<file path="src/include/sfs_pkg.sv">
/*
  Package for the serial port FIFO, status and interrupt block: register offsets, field positions,
  reset values, depths and the packed structs that carry grouped signals.
  Assumes a 32-bit register port with word-aligned byte offsets and one clock domain.
*/
package sfs_pkg;

  // register byte offsets
  localparam logic [7:0] OFF_ENABLE      = 8'h08;
  localparam logic [7:0] OFF_TX_THRESH   = 8'h18;
  localparam logic [7:0] OFF_RX_THRESH   = 8'h1C;
  localparam logic [7:0] OFF_TX_LEVEL    = 8'h20;
  localparam logic [7:0] OFF_RX_LEVEL    = 8'h24;
  localparam logic [7:0] OFF_STATUS      = 8'h28;
  localparam logic [7:0] OFF_INT_MASK    = 8'h2C;
  localparam logic [7:0] OFF_INT_MASKED  = 8'h30;
  localparam logic [7:0] OFF_INT_RAW     = 8'h34;
  localparam logic [7:0] OFF_INT_CLEAR   = 8'h48;
  localparam logic [7:0] OFF_DATA        = 8'h60;
  localparam logic [7:0] OFF_SCRATCH_A   = 8'hF4;
  localparam logic [7:0] OFF_SCRATCH_B   = 8'hF8;
  localparam logic [7:0] OFF_SAMPLE_DLY  = 8'hFC;

  // fifo geometry
  localparam int         FIFO_DEPTH      = 8;
  localparam int         PTR_W           = 3;
  localparam int         CNT_W           = 4;
  localparam int         DATA_W          = 16;
  localparam logic [3:0] FIFO_FULL_CNT   = 4'h8;

  // status bit positions
  localparam int         ST_BUSY         = 0;
  localparam int         ST_TX_NOT_FULL  = 1;
  localparam int         ST_TX_EMPTY     = 2;
  localparam int         ST_RX_NOT_EMPTY = 3;
  localparam int         ST_RX_FULL      = 4;
  localparam int         ST_TX_ERR       = 5;
  localparam int         ST_COLLISION    = 6;

  // interrupt source positions
  localparam int         IRQ_TX_EMPTY    = 0;
  localparam int         IRQ_TX_OVER     = 1;
  localparam int         IRQ_RX_UNDER    = 2;
  localparam int         IRQ_RX_OVER     = 3;
  localparam int         IRQ_RX_FULL     = 4;
  localparam int         IRQ_CONTENTION  = 5;
  localparam int         IRQ_W           = 6;

  // reset values
  localparam logic [5:0]  RST_INT_MASK   = 6'h3F;
  localparam logic [2:0]  RST_THRESH     = 3'h0;
  localparam logic [7:0]  RST_SAMPLE_DLY = 8'h00;
  localparam logic [31:0] RST_SCRATCH    = 32'h0000_0000;

  // register port request
  typedef struct packed {
    logic        wr;
    logic        rd;
    logic [7:0]  addr;
    logic [31:0] wdata;
  } sfs_req_t;

  // serial engine events toward the block
  typedef struct packed {
    logic              xfer_start;
    logic              xfer_active;
    logic              tx_pop;
    logic              rx_push;
    logic [DATA_W-1:0] rx_data;
    logic              collision;
    logic              contention;
  } sfs_shift_t;

endpackage : sfs_pkg

</file>
<file path="src/rtl/sfs_core.sv">
/*
  FIFO levels, port status, interrupt mask/status and receive sample delay of a synchronous
  serial port. Assumes a serial shift engine on the same clock that reports transfer start,
  activity, pops and pushes, and a register master that never waits.
*/
// Implementation choice: the strobed register port.
module sfs_core (
  input  wire logic                      sys_clk,
  input  wire logic                      nrst,
  input  wire sfs_pkg::sfs_req_t         req,
  output logic [31:0]                    rdata,
  input  wire sfs_pkg::sfs_shift_t       shift,
  input  wire logic                      rxd_pin,
  output logic                           rxd_sampled,
  output logic                           port_enable,
  output logic                           tx_valid,
  output logic [sfs_pkg::DATA_W-1:0]     tx_data,
  output logic                           irq
);

  // reset release through two flip-flops
  logic                           rst_s1_q;
  logic                           rst_n_q;
  always_ff @(posedge sys_clk or negedge nrst) begin
    if (!nrst) begin
      rst_s1_q <= 1'b0;
      rst_n_q  <= 1'b0;
    end else begin
      rst_s1_q <= 1'b1;
      rst_n_q  <= rst_s1_q;
    end
  end

  // fifo storage and pointers
  logic [sfs_pkg::DATA_W-1:0]     txm_q [sfs_pkg::FIFO_DEPTH];
  logic [sfs_pkg::DATA_W-1:0]     rxm_q [sfs_pkg::FIFO_DEPTH];
  logic [sfs_pkg::PTR_W-1:0]      tx_wp_q, tx_wp_d, tx_rp_q, tx_rp_d;
  logic [sfs_pkg::PTR_W-1:0]      rx_wp_q, rx_wp_d, rx_rp_q, rx_rp_d;
  logic [sfs_pkg::CNT_W-1:0]      tx_cnt_q, tx_cnt_d, rx_cnt_q, rx_cnt_d;
  logic                           en_q, en_d;
  logic [2:0]                     tx_thr_q, tx_thr_d, rx_thr_q, rx_thr_d;
  logic [5:0]                     mask_q, mask_d;
  logic [5:0]                     sticky_q, sticky_d;
  logic                           txerr_q, txerr_d, collision_error_q, collision_error_d;
  logic [7:0]                     dly_q, dly_d;
  logic [31:0]                    scr_a_q, scr_a_d, scr_b_q, scr_b_d;
  logic [31:0]                    rdata_q, rdata_d;
  logic [7:0]                     rxd_hist_q;
  logic                           rxd_s1_q, rxd_s2_q;
  logic                           rxd_out_q;

  // decode helper, used for every register select except the read data case
  function automatic logic hit(input logic [7:0] a, input logic [7:0] off);
    return a == off;
  endfunction : hit

  logic                           wr_data, rd_data, tx_push, tx_pop, rx_push, rx_pop;
  logic                           tx_full, tx_empty, rx_full, rx_empty;
  logic [5:0]                     src, masked, events;

  // fifo flags and handshakes; disabled port accepts nothing
  always_comb begin
    tx_full  = tx_cnt_q == sfs_pkg::FIFO_FULL_CNT;
    tx_empty = tx_cnt_q == '0;
    rx_full  = rx_cnt_q == sfs_pkg::FIFO_FULL_CNT;
    rx_empty = rx_cnt_q == '0;
    wr_data  = req.wr && hit(req.addr, sfs_pkg::OFF_DATA) && en_q;
    rd_data  = req.rd && hit(req.addr, sfs_pkg::OFF_DATA) && en_q;
    tx_push  = wr_data && !tx_full;
    tx_pop   = shift.tx_pop && en_q && !tx_empty;
    rx_push  = shift.rx_push && en_q && !rx_full;
    rx_pop   = rd_data && !rx_empty;
  end

  // fifo pointer and count next state
  always_comb begin
    tx_wp_d  = tx_wp_q + sfs_pkg::PTR_W'(tx_push);
    tx_rp_d  = tx_rp_q + sfs_pkg::PTR_W'(tx_pop);
    rx_wp_d  = rx_wp_q + sfs_pkg::PTR_W'(rx_push);
    rx_rp_d  = rx_rp_q + sfs_pkg::PTR_W'(rx_pop);
    tx_cnt_d = tx_cnt_q + sfs_pkg::CNT_W'(tx_push) - sfs_pkg::CNT_W'(tx_pop);
    rx_cnt_d = rx_cnt_q + sfs_pkg::CNT_W'(rx_push) - sfs_pkg::CNT_W'(rx_pop);
    if (!en_q) begin
      tx_wp_d  = '0;
      tx_rp_d  = '0;
      rx_wp_d  = '0;
      rx_rp_d  = '0;
      tx_cnt_d = '0;
      rx_cnt_d = '0;
    end
  end

  // fifo storage writes, indexed by write pointer
  always_ff @(posedge sys_clk) begin
    if (tx_push) txm_q[tx_wp_q] <= req.wdata[sfs_pkg::DATA_W-1:0];
    if (rx_push) rxm_q[rx_wp_q] <= shift.rx_data;
  end

  // interrupt sources: levels for thresholds, sticky for error events
  always_comb begin
    events                         = '0;
    events[sfs_pkg::IRQ_TX_OVER]   = wr_data && tx_full;
    events[sfs_pkg::IRQ_RX_UNDER]  = rd_data && rx_empty;
    events[sfs_pkg::IRQ_RX_OVER]   = shift.rx_push && en_q && rx_full;
    events[sfs_pkg::IRQ_CONTENTION] = shift.contention && en_q;
    sticky_d = sticky_q;
    if (req.wr && hit(req.addr, sfs_pkg::OFF_INT_CLEAR)) sticky_d = sticky_q & ~req.wdata[5:0];
    sticky_d = sticky_d | events;                                                    // set wins over clear
    src                            = sticky_q;
    src[sfs_pkg::IRQ_TX_EMPTY]     = en_q && ({1'b0, tx_thr_q} >= tx_cnt_q);
    src[sfs_pkg::IRQ_RX_FULL]      = en_q && (rx_cnt_q >= {1'b0, rx_thr_q});
    masked                         = src & mask_q;
  end

  // status error bits: set by engine, cleared on status read, set wins
  always_comb begin
    txerr_d = txerr_q;
    collision_error_d  = collision_error_q;
    if (req.rd && hit(req.addr, sfs_pkg::OFF_STATUS)) begin
      txerr_d = 1'b0;
      collision_error_d  = 1'b0;
    end
    if (shift.xfer_start && en_q && tx_empty) txerr_d = 1'b1;
    if (shift.collision && en_q) collision_error_d = 1'b1;
    if (!en_q) begin
      txerr_d = 1'b0;
      collision_error_d  = 1'b0;
    end
  end

  // register writes
  always_comb begin
    en_d     = en_q;
    tx_thr_d = tx_thr_q;
    rx_thr_d = rx_thr_q;
    mask_d   = mask_q;
    dly_d    = dly_q;
    scr_a_d  = scr_a_q;
    scr_b_d  = scr_b_q;
    if (req.wr) begin
      if (hit(req.addr, sfs_pkg::OFF_ENABLE))     en_d     = req.wdata[0];
      if (hit(req.addr, sfs_pkg::OFF_TX_THRESH))  tx_thr_d = req.wdata[2:0];
      if (hit(req.addr, sfs_pkg::OFF_RX_THRESH))  rx_thr_d = req.wdata[2:0];
      if (hit(req.addr, sfs_pkg::OFF_INT_MASK))   mask_d   = req.wdata[5:0];
      if (hit(req.addr, sfs_pkg::OFF_SAMPLE_DLY)) dly_d    = req.wdata[7:0];
      if (hit(req.addr, sfs_pkg::OFF_SCRATCH_A))  scr_a_d  = req.wdata;
      if (hit(req.addr, sfs_pkg::OFF_SCRATCH_B))  scr_b_d  = req.wdata;
    end
  end

  // read data, one cycle after the strobe, zero otherwise
  always_comb begin
    rdata_d = '0;
    if (req.rd) begin
      unique case (req.addr)
        sfs_pkg::OFF_ENABLE:     rdata_d = {31'h0, en_q};
        sfs_pkg::OFF_TX_THRESH:  rdata_d = {29'h0, tx_thr_q};
        sfs_pkg::OFF_RX_THRESH:  rdata_d = {29'h0, rx_thr_q};
        sfs_pkg::OFF_TX_LEVEL:   rdata_d = {28'h0, tx_cnt_q};
        sfs_pkg::OFF_RX_LEVEL:   rdata_d = {28'h0, rx_cnt_q};
        sfs_pkg::OFF_STATUS:     rdata_d = {25'h0, collision_error_q, txerr_q, rx_full, !rx_empty,
                                            tx_empty, !tx_full, shift.xfer_active && en_q};
        sfs_pkg::OFF_INT_MASK:   rdata_d = {26'h0, mask_q};
        sfs_pkg::OFF_INT_MASKED: rdata_d = {26'h0, masked};
        sfs_pkg::OFF_INT_RAW:    rdata_d = {26'h0, src};
        sfs_pkg::OFF_DATA:       rdata_d = rx_empty ? 32'h0 : {16'h0, rxm_q[rx_rp_q]};
        sfs_pkg::OFF_SCRATCH_A:  rdata_d = scr_a_q;
        sfs_pkg::OFF_SCRATCH_B:  rdata_d = scr_b_q;
        sfs_pkg::OFF_SAMPLE_DLY: rdata_d = {24'h0, dly_q};
        default:                 rdata_d = '0;
      endcase
    end
  end

  // register bank
  always_ff @(posedge sys_clk or negedge rst_n_q) begin
    if (!rst_n_q) begin
      tx_wp_q  <= '0;
      tx_rp_q  <= '0;
      rx_wp_q  <= '0;
      rx_rp_q  <= '0;
      tx_cnt_q <= '0;
      rx_cnt_q <= '0;
      en_q     <= 1'b0;
      tx_thr_q <= sfs_pkg::RST_THRESH;
      rx_thr_q <= sfs_pkg::RST_THRESH;
      mask_q   <= sfs_pkg::RST_INT_MASK;
      sticky_q <= '0;
      txerr_q  <= 1'b0;
      collision_error_q   <= 1'b0;
      dly_q    <= sfs_pkg::RST_SAMPLE_DLY;
      scr_a_q  <= sfs_pkg::RST_SCRATCH;
      scr_b_q  <= sfs_pkg::RST_SCRATCH;
      rdata_q  <= '0;
    end else begin
      tx_wp_q  <= tx_wp_d;
      tx_rp_q  <= tx_rp_d;
      rx_wp_q  <= rx_wp_d;
      rx_rp_q  <= rx_rp_d;
      tx_cnt_q <= tx_cnt_d;
      rx_cnt_q <= rx_cnt_d;
      en_q     <= en_d;
      tx_thr_q <= tx_thr_d;
      rx_thr_q <= rx_thr_d;
      mask_q   <= mask_d;
      sticky_q <= sticky_d;
      txerr_q  <= txerr_d;
      collision_error_q   <= collision_error_d;
      dly_q    <= dly_d;
      scr_a_q  <= scr_a_d;
      scr_b_q  <= scr_b_d;
      rdata_q  <= rdata_d;
    end
  end

  // receive pin: two-stage sync, then a delay line tapped by the sample delay
  always_ff @(posedge sys_clk or negedge rst_n_q) begin
    if (!rst_n_q) begin
      rxd_s1_q   <= 1'b0;
      rxd_s2_q   <= 1'b0;
      rxd_hist_q <= '0;
      rxd_out_q  <= 1'b0;
    end else begin
      rxd_s1_q   <= rxd_pin;
      rxd_s2_q   <= rxd_s1_q;
      rxd_hist_q <= {rxd_hist_q[6:0], rxd_s2_q};
      rxd_out_q  <= (dly_q == 8'h00) ? rxd_s2_q :
                    (dly_q > 8'h08) ? rxd_hist_q[7] : rxd_hist_q[dly_q[2:0] - 3'h1];
    end
  end

  assign rdata       = rdata_q;
  assign rxd_sampled = rxd_out_q;
  assign port_enable = en_q;
  assign tx_valid    = !tx_empty && en_q;
  assign tx_data     = txm_q[tx_rp_q];
  assign irq         = |masked;

  // checks
  property p_txlvl;
    @(posedge sys_clk) disable iff (!rst_n_q)
      (en_q && tx_push && !tx_pop && en_d) |=> tx_cnt_q == $past(tx_cnt_q) + 4'h1;
  endproperty
  a_txlvl: assert property (p_txlvl) else $error("tx level not incremented");
  property p_rxlvl;
    @(posedge sys_clk) disable iff (!rst_n_q) rx_cnt_q <= sfs_pkg::FIFO_FULL_CNT;
  endproperty
  a_rxlvl: assert property (p_rxlvl) else $error("rx level past depth");
  property p_rxfull;
    @(posedge sys_clk) disable iff (!rst_n_q)
      (en_q && rx_cnt_q >= {1'b0, rx_thr_q}) |-> src[sfs_pkg::IRQ_RX_FULL];
  endproperty
  a_rxfull: assert property (p_rxfull) else $error("rx full source missing");
  property p_txemp;
    @(posedge sys_clk) disable iff (!rst_n_q)
      src[sfs_pkg::IRQ_TX_EMPTY] |-> (en_q && tx_cnt_q <= {1'b0, tx_thr_q});
  endproperty
  a_txemp: assert property (p_txemp) else $error("tx empty source wrong");
  property p_txerr;
    @(posedge sys_clk) disable iff (!rst_n_q) (shift.xfer_start && en_q && tx_empty && en_d) |=> txerr_q;
  endproperty
  a_txerr: assert property (p_txerr) else $error("transmission error not set");
  property p_collision_error;
    @(posedge sys_clk) disable iff (!rst_n_q) (shift.collision && en_q && en_d) |=> collision_error_q;
  endproperty
  a_collision_error: assert property (p_collision_error) else $error("collision not set");
  property p_ovr;
    @(posedge sys_clk) disable iff (!rst_n_q) (wr_data && tx_full) |=> sticky_q[sfs_pkg::IRQ_TX_OVER];
  endproperty
  a_ovr: assert property (p_ovr) else $error("tx overflow not latched");
  property p_irq;
    @(posedge sys_clk) disable iff (!rst_n_q) irq == |(src & mask_q);
  endproperty
  a_irq: assert property (p_irq) else $error("irq disagrees with mask");
  property p_dis;
    @(posedge sys_clk) disable iff (!rst_n_q) !en_q |=> (tx_cnt_q == 4'h0 && rx_cnt_q == 4'h0);
  endproperty
  a_dis: assert property (p_dis) else $error("fifo kept while disabled");
  property p_scr;
    @(posedge sys_clk) disable iff (!rst_n_q)
      (req.wr && hit(req.addr, sfs_pkg::OFF_SCRATCH_A)) |=> scr_a_q == $past(req.wdata);
  endproperty
  a_scr: assert property (p_scr) else $error("scratch write lost");
  c_irq: cover property (@(posedge sys_clk) disable iff (!rst_n_q) $rose(irq));
  c_full: cover property (@(posedge sys_clk) disable iff (!rst_n_q) tx_full);
  c_under: cover property (@(posedge sys_clk) disable iff (!rst_n_q) events[sfs_pkg::IRQ_RX_UNDER]);

endmodule : sfs_core

</file>
<file path="config.mk">
export PLATFORM = sky130hd
export DESIGN_NAME = sfs_core
export DESIGN_NICKNAME = d
export VERILOG_FILES = /design/src/include/sfs_pkg.sv /design/src/rtl/sfs_core.sv
export SDC_FILE = /design/constraint.sdc
export NUM_CORES = 1
export LEC_CHECK = 0
export BUFFER_PORTS_ARGS = -buffer_cell sky130_fd_sc_hd__buf_2
export CAP_MARGIN = 30
export CORE_ASPECT_RATIO = 1.2
export CORE_MARGIN = 3
export CORE_UTILIZATION = 60
export CTS_BUF_LIST = sky130_fd_sc_hd__clkbuf_16
export DETAILED_ROUTE_END_ITERATION = 8
export PLACE_DENSITY = 0.86
export SLEW_MARGIN = 20
export SYNTH_ARGS = -nofsm -noshare
export SYNTH_HDL_FRONTEND = slang
export SYNTH_SLANG_ARGS = --single-unit
</file>
<file path="constraint.sdc">
create_clock -name sys_clk -period 5.62 [get_ports sys_clk]
set_input_delay 1.124 -clock sys_clk [delete_from_list [all_inputs] [get_ports sys_clk]]
set_output_delay 1.124 -clock sys_clk [all_outputs]
set_load 0.005 [all_outputs]
</file>
---- Yosys cells after proc, flatten, opt, wreduce, memory -nomap -nowiden ----
Memories as Yosys holds them, arrays and structs flattened.
Cells that the tools add are included.
storage, ports and cells
  register bits after elaboration ......... 158
  memory bits (writable) .................. 256
  input port bits ......................... 67
  word-level logic and storage cells ...... 121
  memories kept ........................... 2
operators by class
  $add $sub $neg .......................... 9
  $lt $le $gt $ge ......................... 4
  equality and inequality tests ........... 18
  muxes and demuxes ....................... 23
  bitwise gates (word level) .............. 4
  reduce and logical (&&, ||, !) cells .... 38
memories
  name   words  width  read ports  clocked after memory_dff  write ports  RTL line        text
  rxm_q  8      16     1           0                         1            sfs_core.sv:36  logic [sfs_pkg::DATA_W-1:0] rxm_q [sfs_pkg::FIFO_DEPTH];
  txm_q  8      16     1           0                         1            sfs_core.sv:35  logic [sfs_pkg::DATA_W-1:0] txm_q [sfs_pkg::FIFO_DEPTH];
operator list
  operator                                                       count
  one-hot mux 32 bit (13 select lines)                           1
  equality test 8 x 6 -> 1 bit, second input constant            6
  2-to-1 mux 32 bit                                              1
  equality test 8 bit, second input constant                     3
  logical AND 1 bit                                              23
  equality test 8 x 5 -> 1 bit, second input constant            2
  equality test 8 x 7 -> 1 bit, second input constant            2
  2-to-1 mux 16 bit                                              1
  AND reduction 2 bit                                            7
  adder 3 x 1 -> 3 bit                                           4
  AND 6 bit                                                      2
  2-to-1 mux 1 bit                                               12
  2-to-1 mux 3 bit                                               4
  adder 4 x 1 -> 4 bit                                           2
  equality test 4 bit, second input constant                     2
  equality test 8 x 4 -> 1 bit, second input constant            1
  greater-than comparator 8 x 4 -> 1 bit, second input constant  1
  zero test 4 bit                                                2
  zero test 8 bit                                                1
  2-to-1 mux 4 bit                                               2
  subtractor 4 x 1 -> 4 bit                                      2
  2-to-1 mux 6 bit                                               1
  inequality test 3 x 1 -> 1 bit, second input constant          2
  NOT 6 bit                                                      1
  other kinds (8)                                                11

---- Logic depth before layout (Yosys ltp) ----
  depth after elaboration ................. 7
  gate-level depth with buffers ........... 12
  gate-level depth less buffers ........... 12

---- Least setup slack after synthesis ----
No wires, ideal clock.
  path type ............................... input port to flip-flop
  start point ............................. in req[37] in the netlist's numbering
  end point ............................... mem txm_q[4][0] in the netlist's numbering, enable pin
  arrival ................................. 3.876 ns
  data required time ...................... 5.184 ns
  slack ................................... 1.307 ns
  cell stages on the path ................. 6
  path buffers ............................ 1
  cell sequence ........................... buf_2 > nor2b_1 > and4b_1 > and4_1 > inv_2 > nor4b_1
on the way
  cells in the longest elaborated chain, start to end .. 6
RTL lines
  what                                    RTL line        text
  from (decl)                             sfs_core.sv:10  input wire sfs_pkg::sfs_req_t req,
  equality test 8 x 7 -> 1 bit            sfs_core.sv:54  return a == off;
  logical AND 1 bit (2 in series)         sfs_core.sv:67  wr_data = req.wr && hit(req.addr, sfs_pkg::OFF_DATA) && en_q;
  logical AND 1 bit                       sfs_core.sv:69  tx_push = wr_data && !tx_full;
  2-to-1 mux 1 bit                        sfs_core.sv:95  if (tx_push) txm_q[tx_wp_q] <= req.wdata[sfs_pkg::DATA_W-1:0];
  2-to-1 mux 1 bit (implied by the code)  sfs_core.sv:95
  to (decl)                               sfs_core.sv:35
No other way between the ends.

---- Final worst setup path ----
  start point ............................. reg tx_rp_q[0] in the netlist's numbering
  end point ............................... out tx_data[12] in the netlist's numbering
on the way
  cells in the longest elaborated chain, start to end .. 1
RTL lines
  what                    RTL line         text
  from (decl)             sfs_core.sv:37   logic [sfs_pkg::PTR_W-1:0] tx_wp_q, tx_wp_d, tx_rp_q, tx_rp_d;
  from (signal assigned)  sfs_core.sv:197  tx_rp_q <= tx_rp_d;
  memory (8 x 16 bit)     -
  to (decl)               sfs_core.sv:17   output logic [sfs_pkg::DATA_W-1:0] tx_data,
No other way between the ends.

==> impl_metrics.ini <==
[yosys]
postSynthCellCount = 987
synth-edff-count = 256
avgSynthCellArea_um2 = 17.3
seq_area_frac_synth_pct = 67.8
syn_nets = 1084
yosysTopAreaCell = edfxtp_1
yosys.area.top_type_share_pct = 44.9
yosys-top-cells-area = edfxtp_1 (45%), dfrtp_1 (22%), mux4_2 (8.8%)
async_flop_share_pct = 37.9
synth.ff_latch_count = 412
synth_cell_types = 62
syn_area_um2 = 17100
yosysWarnings = 0
synthFlopType = edfxtp_1

[worst_setup_path]
cp.required_ps = 4500
crit_family = multiplexers
worstSetupEndpointType = output port
crit_fanout = 21
start_kind = flip-flop
cpMaxStageDelayCell = dfrtp_2
worst_ep_arrival_time_ps = 2430
slowest_delay_ps = 670
worstPathBufferInverterCount = 2
critical_path_class = reg -> out
worstPathCellList = buf_12, mux4_2, mux2_2, buf_2

[floorplan]
coreArea_um2 = 28000
rows = 67
die_area_um2 = 30600
start_util_pct = 61.1
dieWidth_um = 160
fp.dieH_um = 191
io_pins = 119

[clock_tree]
clock-root-buffer = clkbuf_16
htreeDepth = 2
clk_pin_slew_ps = 70
cts_tree = built
clk_latency_ps = 540
postCtsHoldBufs = 0
cts_resized = 0
cts_setup_buffers = 0
cts_buffer_depth = 3
cts_sinks = 412
cts-buffers-inserted = 39

[timing]
finalHoldViolations = 0
skew_ps = 17.6
tightest_slew_ps = 872
fin_crit_ps = 3560
final-setup-viol-count = 0
setup_tns_ps = 0
fin_crit_sh_pct = 63.3
rsz0062_at_grt = no
slew_violations = 0
relSlewSlack_pct = 41.3
fmax_mhz = 281

[outcome]
status = finished clean

[detailed_routing]
wl_per_cell_um = 24.8
drt-pass1-iter-count = 5
drc = 0
vias_per_cell = 6.20
drt_wl_total_um = 38100
postRouteAntennaNets = 0
drt_iter0_drc = 739
vias = 9527

[pwr]
p_per_area_nw_per_um2 = 315
switching_share_pct = 20.8
intPower_w = 0.00488
ir_drop_uv = 303
p_comb_share_pct = 3.1
leakagePower_nw = 7.60
pwr-share-seq_pct = 53.6
power.share.clock_pct = 43.3
p_sw_w = 0.00128

[finish]
area_delta_synth_final_pct = 14.4
nets = 1222
multi_input_area_um2 = 5240
final_common_cell = edfxtp_1
seqCellArea_um2 = 11600
mostFrequentLayoutCells = edfxtp_1 (256), dfrtp_1 (147), buf_2 (118), mux4_2 (67), mux2_2 (62)
finish.instance_area_um2 = 19600
fin_util_pct = 69.9
n_fill_cell = 1772
layout-drive-gt1-share_pct = 34.9

[grt]
antenna_found_initial = 5
grt_usage_pct = 25.5
first_global_vias = 10100
grt_pass1_wl_um = 59700
grt-ovfl-total = 0
grt_max_degree = 65

[placement]
hpwlAfterDp_um = 24500
place_area_um2 = 18200
gp_congestion = 0.980
port_buffers = 118

[job]
drv_cap = 0

[worst_hold_path]
min_path_type = in -> async
[state kept, by name, summed over array words and instances (netlist names), 4 cells and up]
signal      cells
tx_cnt_q        4
rx_cnt_q        4
scr_b_q        32
rdata          32
rxd_hist_q      8
dly_q           8
mask_q          6
txm_q         128
scr_a_q        32
rxm_q         128
sticky_q        4
[synth_stat cells (3+ instances only)]
cell type / count
dfstp_2: 6
mux2i_1: 12
xor2_1: 8
o22a_1: 8
o211ai_1: 3
nor2b_1: 5
and3_1: 4
mux2_4: 30
a31oi_1: 6
buf_2: 20
buf_6: 6
a32o_1: 4
mux2_2: 62
o21ai_0: 10
a22o_1: 5
ha_1: 28
dfrtp_1: 150
a32oi_1: 6
a22oi_1: 37
inv_1: 19
o22ai_1: 3
a21oi_1: 13
and2_1: 26
nor4_1: 4
nor3_1: 9
nand3_1: 10
nor4b_1: 4
nand2_1: 30
mux2_1: 17
mux4_2: 67
nand2_2: 3
a21o_1: 3
nand2b_1: 5
nor2_1: 51
clkbuf_1: 21
edfxtp_1: 256
nand4_1: 3
[final timing paths]
check,from,to,slack (ps),depth (start not counted)
setup / recovery,tx_rp_q[0],tx_data[12],2060,4
hold / removal,nrst,rst_n_q,360,1
setup reg to reg,tx_cnt_q[0],tx_cnt_q[2],2950,9
hold reg to reg,rst_s1_q,rst_n_q,360,0
max in group asynchronous,rst_n_q,tx_rp_q[0],3950,1
min in group sys_clk,rst_s1_q,rst_n_q,360,0
[worst register-to-register path: stages, from the launching register on]
cell,delay [ps]
dfrtp_1,440
nor2_1,370
a21boi_0,210
and2_1,260
ha_1,290
inv_1,50
ha_1,210
fa_1,400
xor2_1,170
and2_1,160
[kinds of logic (layout without fill, tap and decap cells)]
group                    after synthesis  in the layout  share of synthesized area, %
AND/OR/NAND/NOR                      172            172                          5.57
flip-flops                           412            412                          67.8
XOR/XNOR                               9              9                         0.461
other                                  1              3                        0.0219
adder cells (fa/ha/maj)               30             30                          2.28
buffers and inverters                 69            238                          1.97
AO/OA/AOI/OAI                        106            106                          4.52
multiplexers                         188            188                          17.4
[power groups by stage]
stage               Sequential (W)  Combinational (W)  Clock [W]
CTS                        0.00330           0.000190    0.00270
detailed placement         0.00336           0.000188          0
global route               0.00331           0.000207    0.00283
finish                     0.00330           0.000191    0.00266
floorplan                  0.00336          0.0000898          0
global placement           0.00336           0.000181          0
[final cells by class]
type	instances	share of cell area [%]
sequential	412	59.3
multi-input combinational	506	26.8
clock buffer	40	5.12
timing repair buffer	146	4.37
tap	379	2.42
clock inverter	32	1.59
inverter	20	0.384
antenna	2	0.0256
[per-layer routing]
metal	vias to the layer above	global-route usage [%]	part of all wire [%]
li1	4117	-	-
met1	4919	32.6	38
met2	377	44.7	52
met3	106	4.62	5.9
met4	8	8.71	3.3
met5	-	0	0.10
[stage by stage]
step | std cells | total power, W | setup WS, ps | hold slack (ps)
after floorplan | 987 | 0.00345 | 962 | 331
after global placement | 1457 | 0.00354 | 1670 | 333
after detailed placement | 1461 | 0.00355 | 1730 | 344
after CTS | 1533 | 0.00620 | 2000 | 346
after global routing | 1536 | 0.00634 | 1930 | 349
final | 1537 | 0.00616 | 2060 | 359
(Power assumes the default switching activity.)
